--- src/pkg/dual_uart_pkg.sv ---
package dual_uart_pkg;

  ////////////////////////////////////////////////////////////////////////////
  // Register offsets on address lines 2..0
  localparam logic [2:0] ADDR_DATA = 3'h0;
  localparam logic [2:0] ADDR_IER = 3'h1;
  localparam logic [2:0] ADDR_IIR = 3'h2;
  localparam logic [2:0] ADDR_LCR = 3'h3;
  localparam logic [2:0] ADDR_MCR = 3'h4;
  localparam logic [2:0] ADDR_LSR = 3'h5;
  localparam logic [2:0] ADDR_MSR = 3'h6;
  localparam logic [2:0] ADDR_SCR = 3'h7;

  ////////////////////////////////////////////////////////////////////////////
  // Field positions
  localparam int LCR_DIV_ACCESS = 7;
  localparam int LCR_SET_BREAK = 6;
  localparam int LCR_PARITY_EN = 3;
  localparam int LCR_STOP_BITS = 2;
  localparam int MCR_DTR = 0;
  localparam int MCR_RTS = 1;
  localparam int MCR_OUT1 = 2;
  localparam int MCR_GENERAL_OUTPUT_TWO = 3;
  localparam int MCR_LOOP = 4;
  localparam int IER_RX_DATA = 0;
  localparam int IER_TX_EMPTY = 1;
  localparam int IER_LINE = 2;
  localparam int IER_MODEM = 3;
  localparam int FCR_FIFO_EN = 0;
  localparam int FCR_RX_RESET = 1;
  localparam int FCR_TX_RESET = 2;
  localparam int LSR_DATA_READY = 0;
  localparam int LSR_OVERRUN = 1;
  localparam int LSR_THR_EMPTY = 5;
  localparam int LSR_TX_EMPTY = 6;
  localparam int AFR_CONCURRENT = 0;

  ////////////////////////////////////////////////////////////////////////////
  // Reset values
  localparam logic [7:0] CTRL_RESET = 8'h00;
  localparam logic [7:0] LSR_RESET = 8'h60;
  localparam logic [15:0] DIVISOR_RESET = 16'h0000;

  ////////////////////////////////////////////////////////////////////////////
  // Interrupt identification codes, highest priority first
  localparam logic [3:0] IIR_LINE = 4'h6;
  localparam logic [3:0] IIR_RX_DATA = 4'h4;
  localparam logic [3:0] IIR_TX_EMPTY = 4'h2;
  localparam logic [3:0] IIR_MODEM = 4'h0;
  localparam logic [3:0] IIR_NONE = 4'h1;

  ////////////////////////////////////////////////////////////////////////////
  // Frame composition
  localparam logic [3:0] START_BITS = 4'h1;
  localparam logic [3:0] CHAR_MIN_BITS = 4'h5;

  // Multi-function pin selection, alternate function bits 2..1
  typedef enum logic [1:0] {
    MF_GENERAL = 2'h0,
    MF_BAUD = 2'h1,
    MF_RX_READY = 2'h2,
    MF_RX_READY_ALT = 2'h3
  } mf_sel_t;

endpackage

--- src/hdl/dual_uart_register_decode.sv ---
// How it works
// [RL1] Two identical independent channel register sets
// [RL2] Frame is start through stop bits
// [RL3] Character payload five to eight bits
// [RL4] Offset 0 reads receive, writes transmit
// [RL5] Divisor access: offset 0 is divisor low
// [RL6] Divisor access: offset 1 is divisor high
// [RL7] Other offsets decoded as documented map
// [RL8] Multi-function pin selectable, general after reset
// [RL9] Reset clears controls, line status 0x60
`timescale 1ns/1ps
`default_nettype none

module dual_uart_register_decode (
  input wire logic clock_i,
  input wire logic reset_n_i,
  input wire logic ce_i,
  input wire logic cs_i,
  input wire logic rd_i,
  input wire logic wr_i,
  input wire logic channel_select_i,
  input wire logic [2:0] addr_i,
  input wire logic [7:0] wr_data_i,
  output logic [7:0] rd_data_o,
  output logic rd_valid_o,
  input wire logic [1:0] rx_push_i,
  input wire logic [1:0][7:0] rx_data_i,
  input wire logic [1:0][2:0] rx_error_i,
  input wire logic [1:0] tx_taken_i,
  input wire logic [1:0] tx_idle_i,
  output wire logic [1:0] tx_load_o,
  output wire logic [1:0][7:0] tx_data_o,
  input wire logic [1:0][3:0] modem_n_i,
  output wire logic [1:0] rts_n_o,
  output wire logic [1:0] dtr_n_o,
  output wire logic [1:0] multi_function_o,
  output wire logic [1:0] set_break_o,
  output wire logic [1:0][3:0] char_bits_o,
  output wire logic [1:0][3:0] frame_bits_o,
  output wire logic [1:0][15:0] divisor_o
);

  ////////////////////////////////////////////////////////////////////////////
  // Shared bus decode

  wire logic chan_idx;
  wire logic bus_rd;
  wire logic bus_wr;
  wire logic [7:0] chan_rd_data [2];
  wire logic concurrent_of [2];
  wire logic concurrent_sel;

  // Select high reaches the first set (index 0), low the second
  assign chan_idx = ~channel_select_i;
  assign bus_rd = cs_i & rd_i;
  assign bus_wr = cs_i & wr_i;
  assign concurrent_sel = concurrent_of[chan_idx];

  always_ff @(posedge clock_i) begin
    if (!reset_n_i) begin
      rd_data_o <= 8'h00;
      rd_valid_o <= 1'b0;
    end else if (ce_i) begin
      rd_valid_o <= bus_rd;
      if (bus_rd) begin
        rd_data_o <= chan_rd_data[chan_idx];
      end
    end
  end

  ////////////////////////////////////////////////////////////////////////////
  // Per-channel register sets

  // [RL1] Replicated channel sets
  for (genvar c = 0; c < 2; c++) begin : chan
    logic [7:0] line_control, modem_control, scratch_pad, dll, divisor_high, rxb, tx_holding, fifo_control;
    logic [3:0] interrupt_enable;
    logic [2:0] alternate_function;
    logic [6:0] line_status;
    logic [3:0] msr_delta, msr_prev;
    logic [3:0] modem_meta, modem_sync;
    logic tx_load_q, mf_q, rts_n_q, dtr_n_q, brk_q;
    logic [3:0] char_q, frame_q;
    wire logic baud, divisor_access_bit, mine, wr_en, rd_en;
    wire logic wr_thr, rd_rbr, wr_dll, wr_dlm, wr_ier, wr_fcr, wr_afr;
    wire logic wr_lcr, wr_mcr, wr_scr, rd_lsr, rd_msr, loop;
    wire logic [7:0] char_mask, lsr_full, interrupt_ident, msr_full;
    wire logic [3:0] modem_now, char_bits, frame_bits, iir_code;
    wire logic line_int, rx_int, thre_int, modem_int;
    wire logic [15:0] divisor;
    wire dual_uart_pkg::mf_sel_t mf_sel;

    assign divisor_access_bit = line_control[dual_uart_pkg::LCR_DIV_ACCESS];
    assign mine = (chan_idx == 1'(c));
    // Concurrent write mirrors a write to the selected set into both
    assign wr_en = bus_wr & (mine | concurrent_sel);
    assign rd_en = bus_rd & mine;
    assign concurrent_of[c] = alternate_function[dual_uart_pkg::AFR_CONCURRENT];
    assign loop = modem_control[dual_uart_pkg::MCR_LOOP];

    // [RL4] Data offset with divisor access clear
    assign wr_thr = wr_en & (addr_i == dual_uart_pkg::ADDR_DATA) & ~divisor_access_bit;
    assign rd_rbr = rd_en & (addr_i == dual_uart_pkg::ADDR_DATA) & ~divisor_access_bit;
    // [RL5] Divisor low byte
    assign wr_dll = wr_en & (addr_i == dual_uart_pkg::ADDR_DATA) & divisor_access_bit;
    // [RL6] Divisor high byte
    assign wr_dlm = wr_en & (addr_i == dual_uart_pkg::ADDR_IER) & divisor_access_bit;
    // [RL7] Remaining write decode
    assign wr_ier = wr_en & (addr_i == dual_uart_pkg::ADDR_IER) & ~divisor_access_bit;
    assign wr_fcr = wr_en & (addr_i == dual_uart_pkg::ADDR_IIR) & ~divisor_access_bit;
    assign wr_afr = wr_en & (addr_i == dual_uart_pkg::ADDR_IIR) & divisor_access_bit;
    assign wr_lcr = wr_en & (addr_i == dual_uart_pkg::ADDR_LCR);
    assign wr_mcr = wr_en & (addr_i == dual_uart_pkg::ADDR_MCR);
    assign wr_scr = wr_en & (addr_i == dual_uart_pkg::ADDR_SCR);
    assign rd_lsr = rd_en & (addr_i == dual_uart_pkg::ADDR_LSR);
    assign rd_msr = rd_en & (addr_i == dual_uart_pkg::ADDR_MSR);

    // [RL3] Payload width from word length field
    assign char_bits = dual_uart_pkg::CHAR_MIN_BITS + {2'h0, line_control[1:0]};
    assign char_mask = 8'hFF >> (2'h3 - line_control[1:0]);
    // [RL2] Start, payload, parity and stop bits counted
    assign frame_bits = dual_uart_pkg::START_BITS + char_bits + {3'h0, line_control[dual_uart_pkg::LCR_PARITY_EN]}
                        + (line_control[dual_uart_pkg::LCR_STOP_BITS] ? 4'h2 : 4'h1);

    assign divisor = {divisor_high, dll};
    assign lsr_full = {fifo_control[dual_uart_pkg::FCR_FIFO_EN] & (|line_status[4:2]), line_status};

    // Loopback feeds the modem controls back as status
    assign modem_now = loop ? {modem_control[dual_uart_pkg::MCR_GENERAL_OUTPUT_TWO], modem_control[dual_uart_pkg::MCR_OUT1],
                               modem_control[dual_uart_pkg::MCR_DTR], modem_control[dual_uart_pkg::MCR_RTS]}
                            : ~modem_sync;
    assign msr_full = {modem_now, msr_delta};

    assign line_int = interrupt_enable[dual_uart_pkg::IER_LINE] & (|line_status[4:1]);
    assign rx_int = interrupt_enable[dual_uart_pkg::IER_RX_DATA] & line_status[dual_uart_pkg::LSR_DATA_READY];
    assign thre_int = interrupt_enable[dual_uart_pkg::IER_TX_EMPTY] & line_status[dual_uart_pkg::LSR_THR_EMPTY];
    assign modem_int = interrupt_enable[dual_uart_pkg::IER_MODEM] & (|msr_delta);
    assign iir_code = line_int ? dual_uart_pkg::IIR_LINE
                    : rx_int ? dual_uart_pkg::IIR_RX_DATA
                    : thre_int ? dual_uart_pkg::IIR_TX_EMPTY
                    : modem_int ? dual_uart_pkg::IIR_MODEM
                    : dual_uart_pkg::IIR_NONE;
    assign interrupt_ident = {{2{fifo_control[dual_uart_pkg::FCR_FIFO_EN]}}, 2'h0, iir_code};

    // [RL7] Read selection by offset and divisor access
    assign chan_rd_data[c] = (addr_i == dual_uart_pkg::ADDR_DATA) ? (divisor_access_bit ? dll : rxb)
                           : (addr_i == dual_uart_pkg::ADDR_IER) ? (divisor_access_bit ? divisor_high : {4'h0, interrupt_enable})
                           : (addr_i == dual_uart_pkg::ADDR_IIR) ? (divisor_access_bit ? {5'h00, alternate_function} : interrupt_ident)
                           : (addr_i == dual_uart_pkg::ADDR_LCR) ? line_control
                           : (addr_i == dual_uart_pkg::ADDR_MCR) ? modem_control
                           : (addr_i == dual_uart_pkg::ADDR_LSR) ? lsr_full
                           : (addr_i == dual_uart_pkg::ADDR_MSR) ? msr_full
                           : scratch_pad;

    // [RL8] Pin function from alternate function bits 2..1
    assign mf_sel = dual_uart_pkg::mf_sel_t'(alternate_function[2:1]);

    ////////////////////////////////////////////////////////////////////////
    // Control registers

    // [RL9] Controls clear on master reset
    always_ff @(posedge clock_i) begin
      if (!reset_n_i) begin
        interrupt_enable <= dual_uart_pkg::CTRL_RESET[3:0];
        fifo_control <= dual_uart_pkg::CTRL_RESET;
        line_control <= dual_uart_pkg::CTRL_RESET;
        modem_control <= dual_uart_pkg::CTRL_RESET;
        alternate_function <= dual_uart_pkg::CTRL_RESET[2:0];
      end else if (ce_i) begin
        if (wr_ier) interrupt_enable <= wr_data_i[3:0];
        // FIFO reset bits are self-clearing
        if (wr_fcr) fifo_control <= wr_data_i & ~8'h06;
        if (wr_lcr) line_control <= wr_data_i;
        if (wr_mcr) modem_control <= wr_data_i;
        if (wr_afr) alternate_function <= wr_data_i[2:0];
      end
    end

    // Data and divisor kept by reset too, so nothing reads unknown
    always_ff @(posedge clock_i) begin
      if (!reset_n_i) begin
        dll <= dual_uart_pkg::DIVISOR_RESET[7:0];
        divisor_high <= dual_uart_pkg::DIVISOR_RESET[15:8];
        scratch_pad <= dual_uart_pkg::CTRL_RESET;
        tx_holding <= dual_uart_pkg::CTRL_RESET;
        tx_load_q <= 1'b0;
      end else if (ce_i) begin
        // [RL5] Divisor low write
        if (wr_dll) dll <= wr_data_i;
        // [RL6] Divisor high write
        if (wr_dlm) divisor_high <= wr_data_i;
        if (wr_scr) scratch_pad <= wr_data_i;
        // [RL4] Transmit holding load, trimmed to payload
        if (wr_thr) tx_holding <= wr_data_i & char_mask;
        tx_load_q <= wr_thr;
      end
    end

    ////////////////////////////////////////////////////////////////////////
    // Receive buffer and line status; a set always beats a clear

    always_ff @(posedge clock_i) begin
      if (!reset_n_i) begin
        rxb <= dual_uart_pkg::CTRL_RESET;
        // [RL9] Both transmitter empty bits set
        line_status <= dual_uart_pkg::LSR_RESET[6:0];
      end else if (ce_i) begin
        // [RL3] Received payload trimmed to width
        if (rx_push_i[c]) rxb <= rx_data_i[c] & char_mask;
        line_status[dual_uart_pkg::LSR_DATA_READY] <= rx_push_i[c] | (line_status[dual_uart_pkg::LSR_DATA_READY] & ~rd_rbr);
        line_status[dual_uart_pkg::LSR_OVERRUN] <= (rx_push_i[c] & line_status[dual_uart_pkg::LSR_DATA_READY] & ~rd_rbr)
                                          | (line_status[dual_uart_pkg::LSR_OVERRUN] & ~rd_lsr);
        line_status[4:2] <= (rx_push_i[c] ? rx_error_i[c] : 3'h0) | (line_status[4:2] & ~{3{rd_lsr}});
        line_status[dual_uart_pkg::LSR_THR_EMPTY] <= tx_taken_i[c] | (line_status[dual_uart_pkg::LSR_THR_EMPTY] & ~wr_thr);
        line_status[dual_uart_pkg::LSR_TX_EMPTY] <= tx_idle_i[c] | (line_status[dual_uart_pkg::LSR_TX_EMPTY] & ~wr_thr);
      end
    end

    ////////////////////////////////////////////////////////////////////////
    // Modem status; pins pass two flops before use

    always_ff @(posedge clock_i) begin
      if (!reset_n_i) begin
        modem_meta <= 4'hF;
        modem_sync <= 4'hF;
        msr_prev <= 4'h0;
        msr_delta <= 4'h0;
      end else if (ce_i) begin
        modem_meta <= modem_n_i[c];
        modem_sync <= modem_meta;
        msr_prev <= modem_now;
        // Ring delta fires only on the trailing edge of a ring
        msr_delta <= ({modem_now[3] ^ msr_prev[3], msr_prev[2] & ~modem_now[2], modem_now[1:0] ^ msr_prev[1:0]})
                     | (msr_delta & ~{4{rd_msr}});
      end
    end

    ////////////////////////////////////////////////////////////////////////
    // Pin outputs, registered

    always_ff @(posedge clock_i) begin
      if (!reset_n_i) begin
        // [RL8] General output, inactive high, after reset
        mf_q <= 1'b1;
        rts_n_q <= 1'b1;
        dtr_n_q <= 1'b1;
        brk_q <= 1'b0;
        char_q <= dual_uart_pkg::CHAR_MIN_BITS;
        frame_q <= 4'h7;
      end else if (ce_i) begin
        // [RL8] Function select on the multi-function pin
        case (mf_sel)
          dual_uart_pkg::MF_GENERAL: mf_q <= loop | ~modem_control[dual_uart_pkg::MCR_GENERAL_OUTPUT_TWO];
          dual_uart_pkg::MF_BAUD: mf_q <= baud;
          default: mf_q <= ~line_status[dual_uart_pkg::LSR_DATA_READY];
        endcase
        rts_n_q <= loop | ~modem_control[dual_uart_pkg::MCR_RTS];
        dtr_n_q <= loop | ~modem_control[dual_uart_pkg::MCR_DTR];
        brk_q <= line_control[dual_uart_pkg::LCR_SET_BREAK];
        char_q <= char_bits;
        frame_q <= frame_bits;
      end
    end

    baud_clock_gen u_baud (
      .clock_i(clock_i),
      .reset_n_i(reset_n_i),
      .ce_i(ce_i),
      .divisor_i(divisor),
      .baud_o(baud)
    );

    assign tx_load_o[c] = tx_load_q;
    assign tx_data_o[c] = tx_holding;
    assign rts_n_o[c] = rts_n_q;
    assign dtr_n_o[c] = dtr_n_q;
    assign multi_function_o[c] = mf_q;
    assign set_break_o[c] = brk_q;
    assign char_bits_o[c] = char_q;
    assign frame_bits_o[c] = frame_q;
    assign divisor_o[c] = divisor;
  end

endmodule // dual_uart_register_decode

`default_nettype wire

--- src/hdl/baud_clock_gen.sv ---
`timescale 1ns/1ps
`default_nettype none

module baud_clock_gen (
  input wire logic clock_i,
  input wire logic reset_n_i,
  input wire logic ce_i,
  input wire logic [15:0] divisor_i,
  output logic baud_o
);

  logic [15:0] count;
  logic [15:0] next_count;
  wire logic [15:0] half;

  assign half = {1'b0, divisor_i[15:1]};

  // Reload at zero or when the count is at or above the divisor, so a smaller divisor takes effect at once
  always_comb begin
    next_count = count;
    if (divisor_i == 16'h0000) begin
      next_count = 16'h0000;
    end else if (count == 16'h0000 || count >= divisor_i) begin
      next_count = divisor_i - 16'h0001;
    end else begin
      next_count = count - 16'h0001;
    end
  end

  // Divisor zero stops the clock low; divisor one holds it high
  always_ff @(posedge clock_i) begin
    if (!reset_n_i) begin
      count <= 16'h0000;
      baud_o <= 1'b0;
    end else if (ce_i) begin
      count <= next_count;
      baud_o <= (divisor_i != 16'h0000) && (next_count >= half);
    end
  end

endmodule // baud_clock_gen

`default_nettype wire

--- config.mk ---
export PLATFORM = sky130hd
export DESIGN_NAME = dual_uart_register_decode
export DESIGN_NICKNAME = d
export VERILOG_FILES = /design/src/pkg/dual_uart_pkg.sv /design/src/hdl/dual_uart_register_decode.sv /design/src/hdl/baud_clock_gen.sv
export SDC_FILE = /design/constraint.sdc
export NUM_CORES = 1
export LEC_CHECK = 0
export BUFFER_PORTS_ARGS = -buffer_cell sky130_fd_sc_hd__buf_2
export CAP_MARGIN = 20
export CORE_MARGIN = 3
export CORE_UTILIZATION = 50
export DETAILED_ROUTE_END_ITERATION = 8
export PLACE_DENSITY = 0.78
export SETUP_SLACK_MARGIN = 0.1
export SLEW_MARGIN = 10
export SYNTH_ARGS = -nofsm -noshare
export SYNTH_HDL_FRONTEND = slang
export SYNTH_SLANG_ARGS = --single-unit
--- constraint.sdc ---
create_clock -name clock_i -period 7.1 [get_ports clock_i]
set_clock_uncertainty 0.15 [all_clocks]
set_input_delay 0.71 -clock clock_i [delete_from_list [all_inputs] [get_ports clock_i]]
set_output_delay 0.71 -clock clock_i [all_outputs]
set_load 0.05 [all_outputs]
## After elaboration in Yosys (flattened, before gate mapping)

Cells that the tools add are included.

| word-level totals | value |
|---|---|
| register bits after elaboration | 243 |
| latch bits | 0 |
| memory bits (writable) | 0 |
| ROM bits | 0 |
| logic and storage cells | 286 |
| memories | 0 |

| operators by class | value |
|---|---|
| add/sub/neg operators | 14 |
| multipliers | 0 |
| divide/modulo/power cells | 0 |
| order comparisons | 5 |
| equality and inequality tests | 9 |
| shift operators | 2 |
| mux-type cells | 46 |
| bitwise operators | 120 |
| reductions and logical operators | 40 |

Operator list:

| operator | number |
|---|---|
| $mux W8 | 23 |
| $logic_not A16 Y1 | 4 |
| $mux W16 | 4 |
| $sub A16 B1 Y16 const B | 4 |
| $and A1 B1 Y1 | 62 |
| $reduce_and A2 Y1 | 21 |
| $and A8 B8 Y8 | 4 |
| $ge A16 B15 Y1 | 2 |
| $ge A16 B16 Y1 | 2 |
| $reduce_bool A16 Y1 | 2 |
| $not A1 Y1 | 19 |
| $mux W3 | 6 |
| $not A4 Y4 | 4 |
| $or A1 B1 Y1 | 16 |
| $reduce_or A4 Y1 | 4 |
| $shr A8 B2 Y8 const A | 2 |
| $eq A3 B3 Y1 const B | 4 |
| $add A1 B4 Y4 const A | 2 |
| $add A3 B2 Y4 const A | 2 |
| $add A4 B1 Y4 | 2 |
| $add A4 B2 Y4 | 2 |
| $and A4 B4 Y4 | 2 |
| $mux W2 | 4 |
| $mux W4 | 2 |
| other kinds (19) | 37 |

## Logic depth before layout (Yosys ltp)

| depth | value |
|---|---|
| depth after elaboration | 13 |
| mapped depth | 27 |
| gate-level depth less buffers | 25 |

## Modules after synthesis

Synthesis repeated with hierarchy kept, for this count alone.

| second synthesis, totals | value |
|---|---|
| cells, all modules | 1713 |
| area total of the unflattened synthesis | 14347.5 sq um |

By module, submodules not included:

| module | instances | cells an instance | area an instance (sq um) |
|---|---|---|---|
| dual_uart_register_decode | 1 | 1167 | 10008.3 |
| baud_clock_gen (chan[0].u_baud) | 1 | 275 | 2215.9 |
| baud_clock_gen (chan[1].u_baud) | 1 | 271 | 2123.3 |

## Worst setup path before layout

Ideal clock, no wire load.

| timing | value |
|---|---|
| kind | reg-to-reg |
| start | register chan[0].dll[3] |
| end | register chan[0].u_baud.baud_o |
| library setup time | 0.129 ns |
| arrival | 5.185 ns |
| data required time | 6.821 ns |
| setup slack | 1.636 ns |
| cell stages (with the launch flop) | 25 |
| cell sequence | dfxtp_1 clkbuf_1 inv_1 ha_1 o2111a_1 a2111oi_0 o21bai_1 nor2_2 buf_2 nor2_1 a21oi_1 ha_1 nor2b_1 nand4_1 nor2_1 nand2_1 xnor2_1 nor2_1 a211oi_1 ha_1 a2111oi_0 o211ai_1 a31oi_1 a2bb2oi_1 o21ai_0 |

| on the way | value |
|---|---|
| longest elaborated chain between the ends | 6 |

RTL lines:

| item | line | text |
|---|---|---|
| start, declared | dual_uart_register_decode.sv:76 | `logic [7:0] line_control, modem_control, scratch_pad, dll, divisor_high, rxb, tx_holding, fifo_control;` |
| start signal, assigned | dual_uart_register_decode.sv:182 | `dll <= dual_uart_pkg::DIVISOR_RESET[7:0];` |
| start signal, assigned | dual_uart_register_decode.sv:189 | `if (wr_dll) dll <= wr_data_i;` |
| $ge A16 B16 Y1 | baud_clock_gen.sv:23 | `end else if (count == 16'h0000 \|\| count >= divisor_i) begin` |
| $logic_or A1 B1 Y1 | baud_clock_gen.sv:23 |  |
| $mux W16 | baud_clock_gen.sv:23 |  |
| $mux W16 (*) | baud_clock_gen.sv:21 | `if (divisor_i == 16'h0000) begin` |
| named net chan[0].u_baud.next_count[12] | baud_clock_gen.sv:13 | `logic [15:0] next_count;` |
| $ge A16 B15 Y1 (*) | baud_clock_gen.sv:37 | `baud_o <= (divisor_i != 16'h0000) && (next_count >= half);` |
| $logic_and A1 B1 Y1 (*) | baud_clock_gen.sv:37 |  |
| end signal, assigned | baud_clock_gen.sv:37 |  |
| end, declared | baud_clock_gen.sv:9 | `output logic baud_o` |

Mark *: on every way through the listed nets, which the timed path passes. The rest lies on a longest branch.
A chain may end at the register's enable or synchronous reset.

## Worst setup path in the final report

| timing | value |
|---|---|
| start | register chan[1].dll[0] |
| end | register chan[1].u_baud.baud_o |

| on the way | value |
|---|---|
| longest elaborated chain between the ends | 6 |

RTL lines:

| item | line |
|---|---|
| start, declared | dual_uart_register_decode.sv:76 |
| start signal, assigned | dual_uart_register_decode.sv:182 |
| start signal, assigned | dual_uart_register_decode.sv:189 |
| $ge A16 B16 Y1 | baud_clock_gen.sv:23 |
| $logic_or A1 B1 Y1 | baud_clock_gen.sv:23 |
| $mux W16 | baud_clock_gen.sv:23 |
| $mux W16 (*) | baud_clock_gen.sv:21 |
| named net chan[1].u_baud.next_count[10] | baud_clock_gen.sv:13 |
| $ge A16 B15 Y1 (*) | baud_clock_gen.sv:37 |
| $logic_and A1 B1 Y1 (*) | baud_clock_gen.sv:37 |
| end signal, assigned | baud_clock_gen.sv:37 |
| end, declared | baud_clock_gen.sv:9 |

Marked as above.

==> impl_metrics.yaml <==
worst_setup_path:
  path_class: "reg -> reg"
  worstSetupStartpointType: "flip-flop"
  cp-end-kind: "flip-flop"
  crit_path_end: "chan[1].u_baud.baud_o"
  crit-reg2reg-launch: "chan[1].dll[0]"
  required_ns: 7.39
  r2r_cells: 22
  critPathArrivalTime_ns: 6.18
  reg2reg_to: "chan[1].u_baud.baud_o"
  crit_start: "chan[1].dll[0]"
  r2r_setup_slack_ns: 1.21
  critPathMaxFanout: 17
route:
  drcViolationCount: 0
  wirelength_mm: 44.1
  wl_per_cell_um: 20.4
  antenna_left: 0
  vias_per_cell: 6.07
  num_vias: 13100
  first_pass_iters: 5
  first_iter_violations: 1508
place:
  place_hpwl_mm: 30.5
  port_buffers: 136
  placed_area_um2: 15000
  pre_cts_ws_ns: 1.46
  gp_congestion: 0.990
sta:
  final.setup.worst_slack_ns: 1.21
  setup_viol: 0
  max_slew_margin: 0.262
  rsz0062_at_grt: "false"
  maxSlewViolCount: 0
  fin_crit_ns: 5.89
  hold_ws_ns: 0.209
  worst_pin_slew_ns: 1.10
  period_share: 0.830
  fmax_ghz: 0.170
  finalHoldViolations: 0
  fin_setup_tns_ns: 0
power:
  power_density_nw_per_um2: 196
  ir_worst_vdd_mv: 0.162
  leakage_nw: 6.31
yosys:
  synth_top_area_cell: "dfxtp_1"
  yosysWarnings: 0
  syn_inst: 1692
  synthArstFlopShare: 0
  netlist_area_um2: 14200
  synth_edf_count: 0
  netlist.area_leader.share: 0.342
  syn_avg_cell_area_um2: 8.40
  yosysUniqueCellTypes: 78
  syn_nets: 1828
  ys_top_cells_by_area: "dfxtp_1 (34%), mux2i_1 (9.2%), ha_1 (6.9%), nand2_1 (5.7%), nor2b_1 (4.6%)"
  ys_ff_latch: 243
  ys_seq_area_frac: 0.342
  synth_ff_type: "dfxtp_1"
global_route:
  grt_usage: 0.276
  grt_overflow_total: 0
  grt_start_max_net_pins: 117
  grt_first_pass_wirelength_mm: 68.6
  first_global_vias: 12300
  antenna_found_initial: 0
status:
  outcome: "finished clean"
die:
  fp.dieH_um: 175
  coreArea_um2: 27900
  die_area_um2: 30500
  io_pins: 137
  initial_utilization: 0.509
  die_x_um: 175
  row_count: 61
finish:
  final_net_count: 1896
  fillCellCount: 2582
  layout-drive-gt1-share: 0.129
  layout_common_cells: "dfxtp_1 (243), nand2_1 (215), buf_2 (135), mux2i_1 (131), nor2b_1 (104)"
  syn2layout_area_growth_pct: 12.1
  design_area_um2: 15900
  fin_util: 0.571
  diodes: 0
  final_common_cell: "dfxtp_1"
clocking:
  cts_tree: "done"
  clk_pin_slew_ns: 0.06
  cts_buffers: 28
  clock_latency_ns: 0.56
  clock-sinks: 243
  htreeDepth: 1
  hold_buffers: 0
  root_buffer: "clkbuf_16"
  ctsResizeCount: 0
  cts.path.max_buffers: 3
  cts_setup_buffers: 0
job:
  maxCapViolations: 0
min_path:
  min_path_type: "in -> reg"
## synth_stat cells, drive strengths merged (4+ instances only)
library cell / n
ha: 78
nor2b: 105
nor2: 97
nand2: 215
nor3: 22
a32oi: 4
a221oi: 6
o31ai: 8
inv: 67
o21ai: 72
o211ai: 4
a21oi: 80
fa: 4
or2: 5
a31oi: 12
o32ai: 6
a22oi: 15
mux2i: 131
or3: 8
a22o: 18
o31a: 4
nor3b: 6
nand2b: 7
nand3: 72
dfxtp: 243
a222oi: 5
a2111oi: 5
or4: 8
a211oi: 19
xnor2: 45
nand4: 18
mux2: 5
o22ai: 19
a21o: 10
o21a: 6
a21boi: 69
xor2: 8
nand3b: 6
o211a: 6
clkbuf: 86
buf: 25
nor4: 14
and2: 13
## through the flow
stage / power, mW / cells
CTS: 3.14 / 2158
global placement: 1.66 / 2107
finish: 3.12 / 2159
floorplan: 1.58 / 1692
detailed placement: 1.66 / 2107
global route: 3.21 / 2159
## power by group
group	leakage (nW)	internal, mW	switching, mW
logic	3.89	0.0816	0.154
registers	1.97	1.38	0.0184
clock network	0.459	0.875	0.610
total	6.31	2.34	0.783
## worst max-delay path, cell delays in order, from the launching register on
cell	delay, ns
dfxtp_1	0.50
ha_1	0.28
nand2b_1	0.14
a2111oi_0	0.44
nand3b_1	0.17
nand4_1	0.26
nor2_2	0.64
nor2_1	0.09
a21oi_1	0.15
ha_1	0.24
inv_1	0.12
or3_1	0.46
or4_1	0.51
xnor2_1	0.17
a211oi_1	0.26
ha_1	0.30
nand3_1	0.09
nor2_1	0.05
a211oi_1	0.22
o21ai_0	0.11
a31oi_1	0.19
o21a_1	0.15
o21ai_0	0.08
## how the worst min path moves through the flow
| stage | from | endpoint | cells after the start |
|---|---|---|---|
| final | modem_n_i[1] | chan[0].modem_meta[1] | 3 |
| after global routing | modem_n_i[1] | chan[0].modem_meta[1] | 3 |
| after floorplan | chan[0].modem_sync[0] | chan[0].modem_sync[0] | 2 |
| after detailed placement | chan[1].mf_q | chan[1].mf_q | 2 |
| after global placement | chan[0].modem_sync[0] | chan[0].modem_sync[0] | 2 |
| after CTS | modem_n_i[0] | chan[0].modem_meta[0] | 3 |
## cells by family (layout without fill, tap and decap cells)
family,after synthesis,in the layout,share of synthesized area
xor+xnor,53,53,0.0327
flops,243,243,0.342
buf+inv,180,269,0.0526
fa+ha+maj,82,82,0.0743
compound gates,391,391,0.186
mux,139,139,0.101
simple gates,604,604,0.211
## per-layer routing
layer	GRT usage	wire length, µm	up-vias
met4	0.0831	1420	0
met3	0.0511	3960	113
met5	0	0	-
met2	0.445	19800	650
met1	0.379	18900	6209
li1	-	-	6130
## final cells by class
type / instances / area [µm²] / area share
clock buffers: 38 / 768 / 0.0482
well taps: 378 / 473 / 0.0297
multi-input cells: 1269 / 8610 / 0.540
clock inverters: 13 / 180 / 0.0113
repair buffers: 149 / 781 / 0.0490
inverters: 69 / 259 / 0.0163
flip-flops and latches: 243 / 4860 / 0.305
## registers in the layout, indices dropped and copies added (netlist names), 14 cells and up
register,cells
chan.divisor_high,16
chan.tx_holding,16
chan.line_control,16
chan.u_baud.count,32
chan.modem_control,16
chan.line_status,14
chan.scratch_pad,16
chan.rxb,16
chan.dll,16
Note: power is estimated with default switching activity, not from simulation.
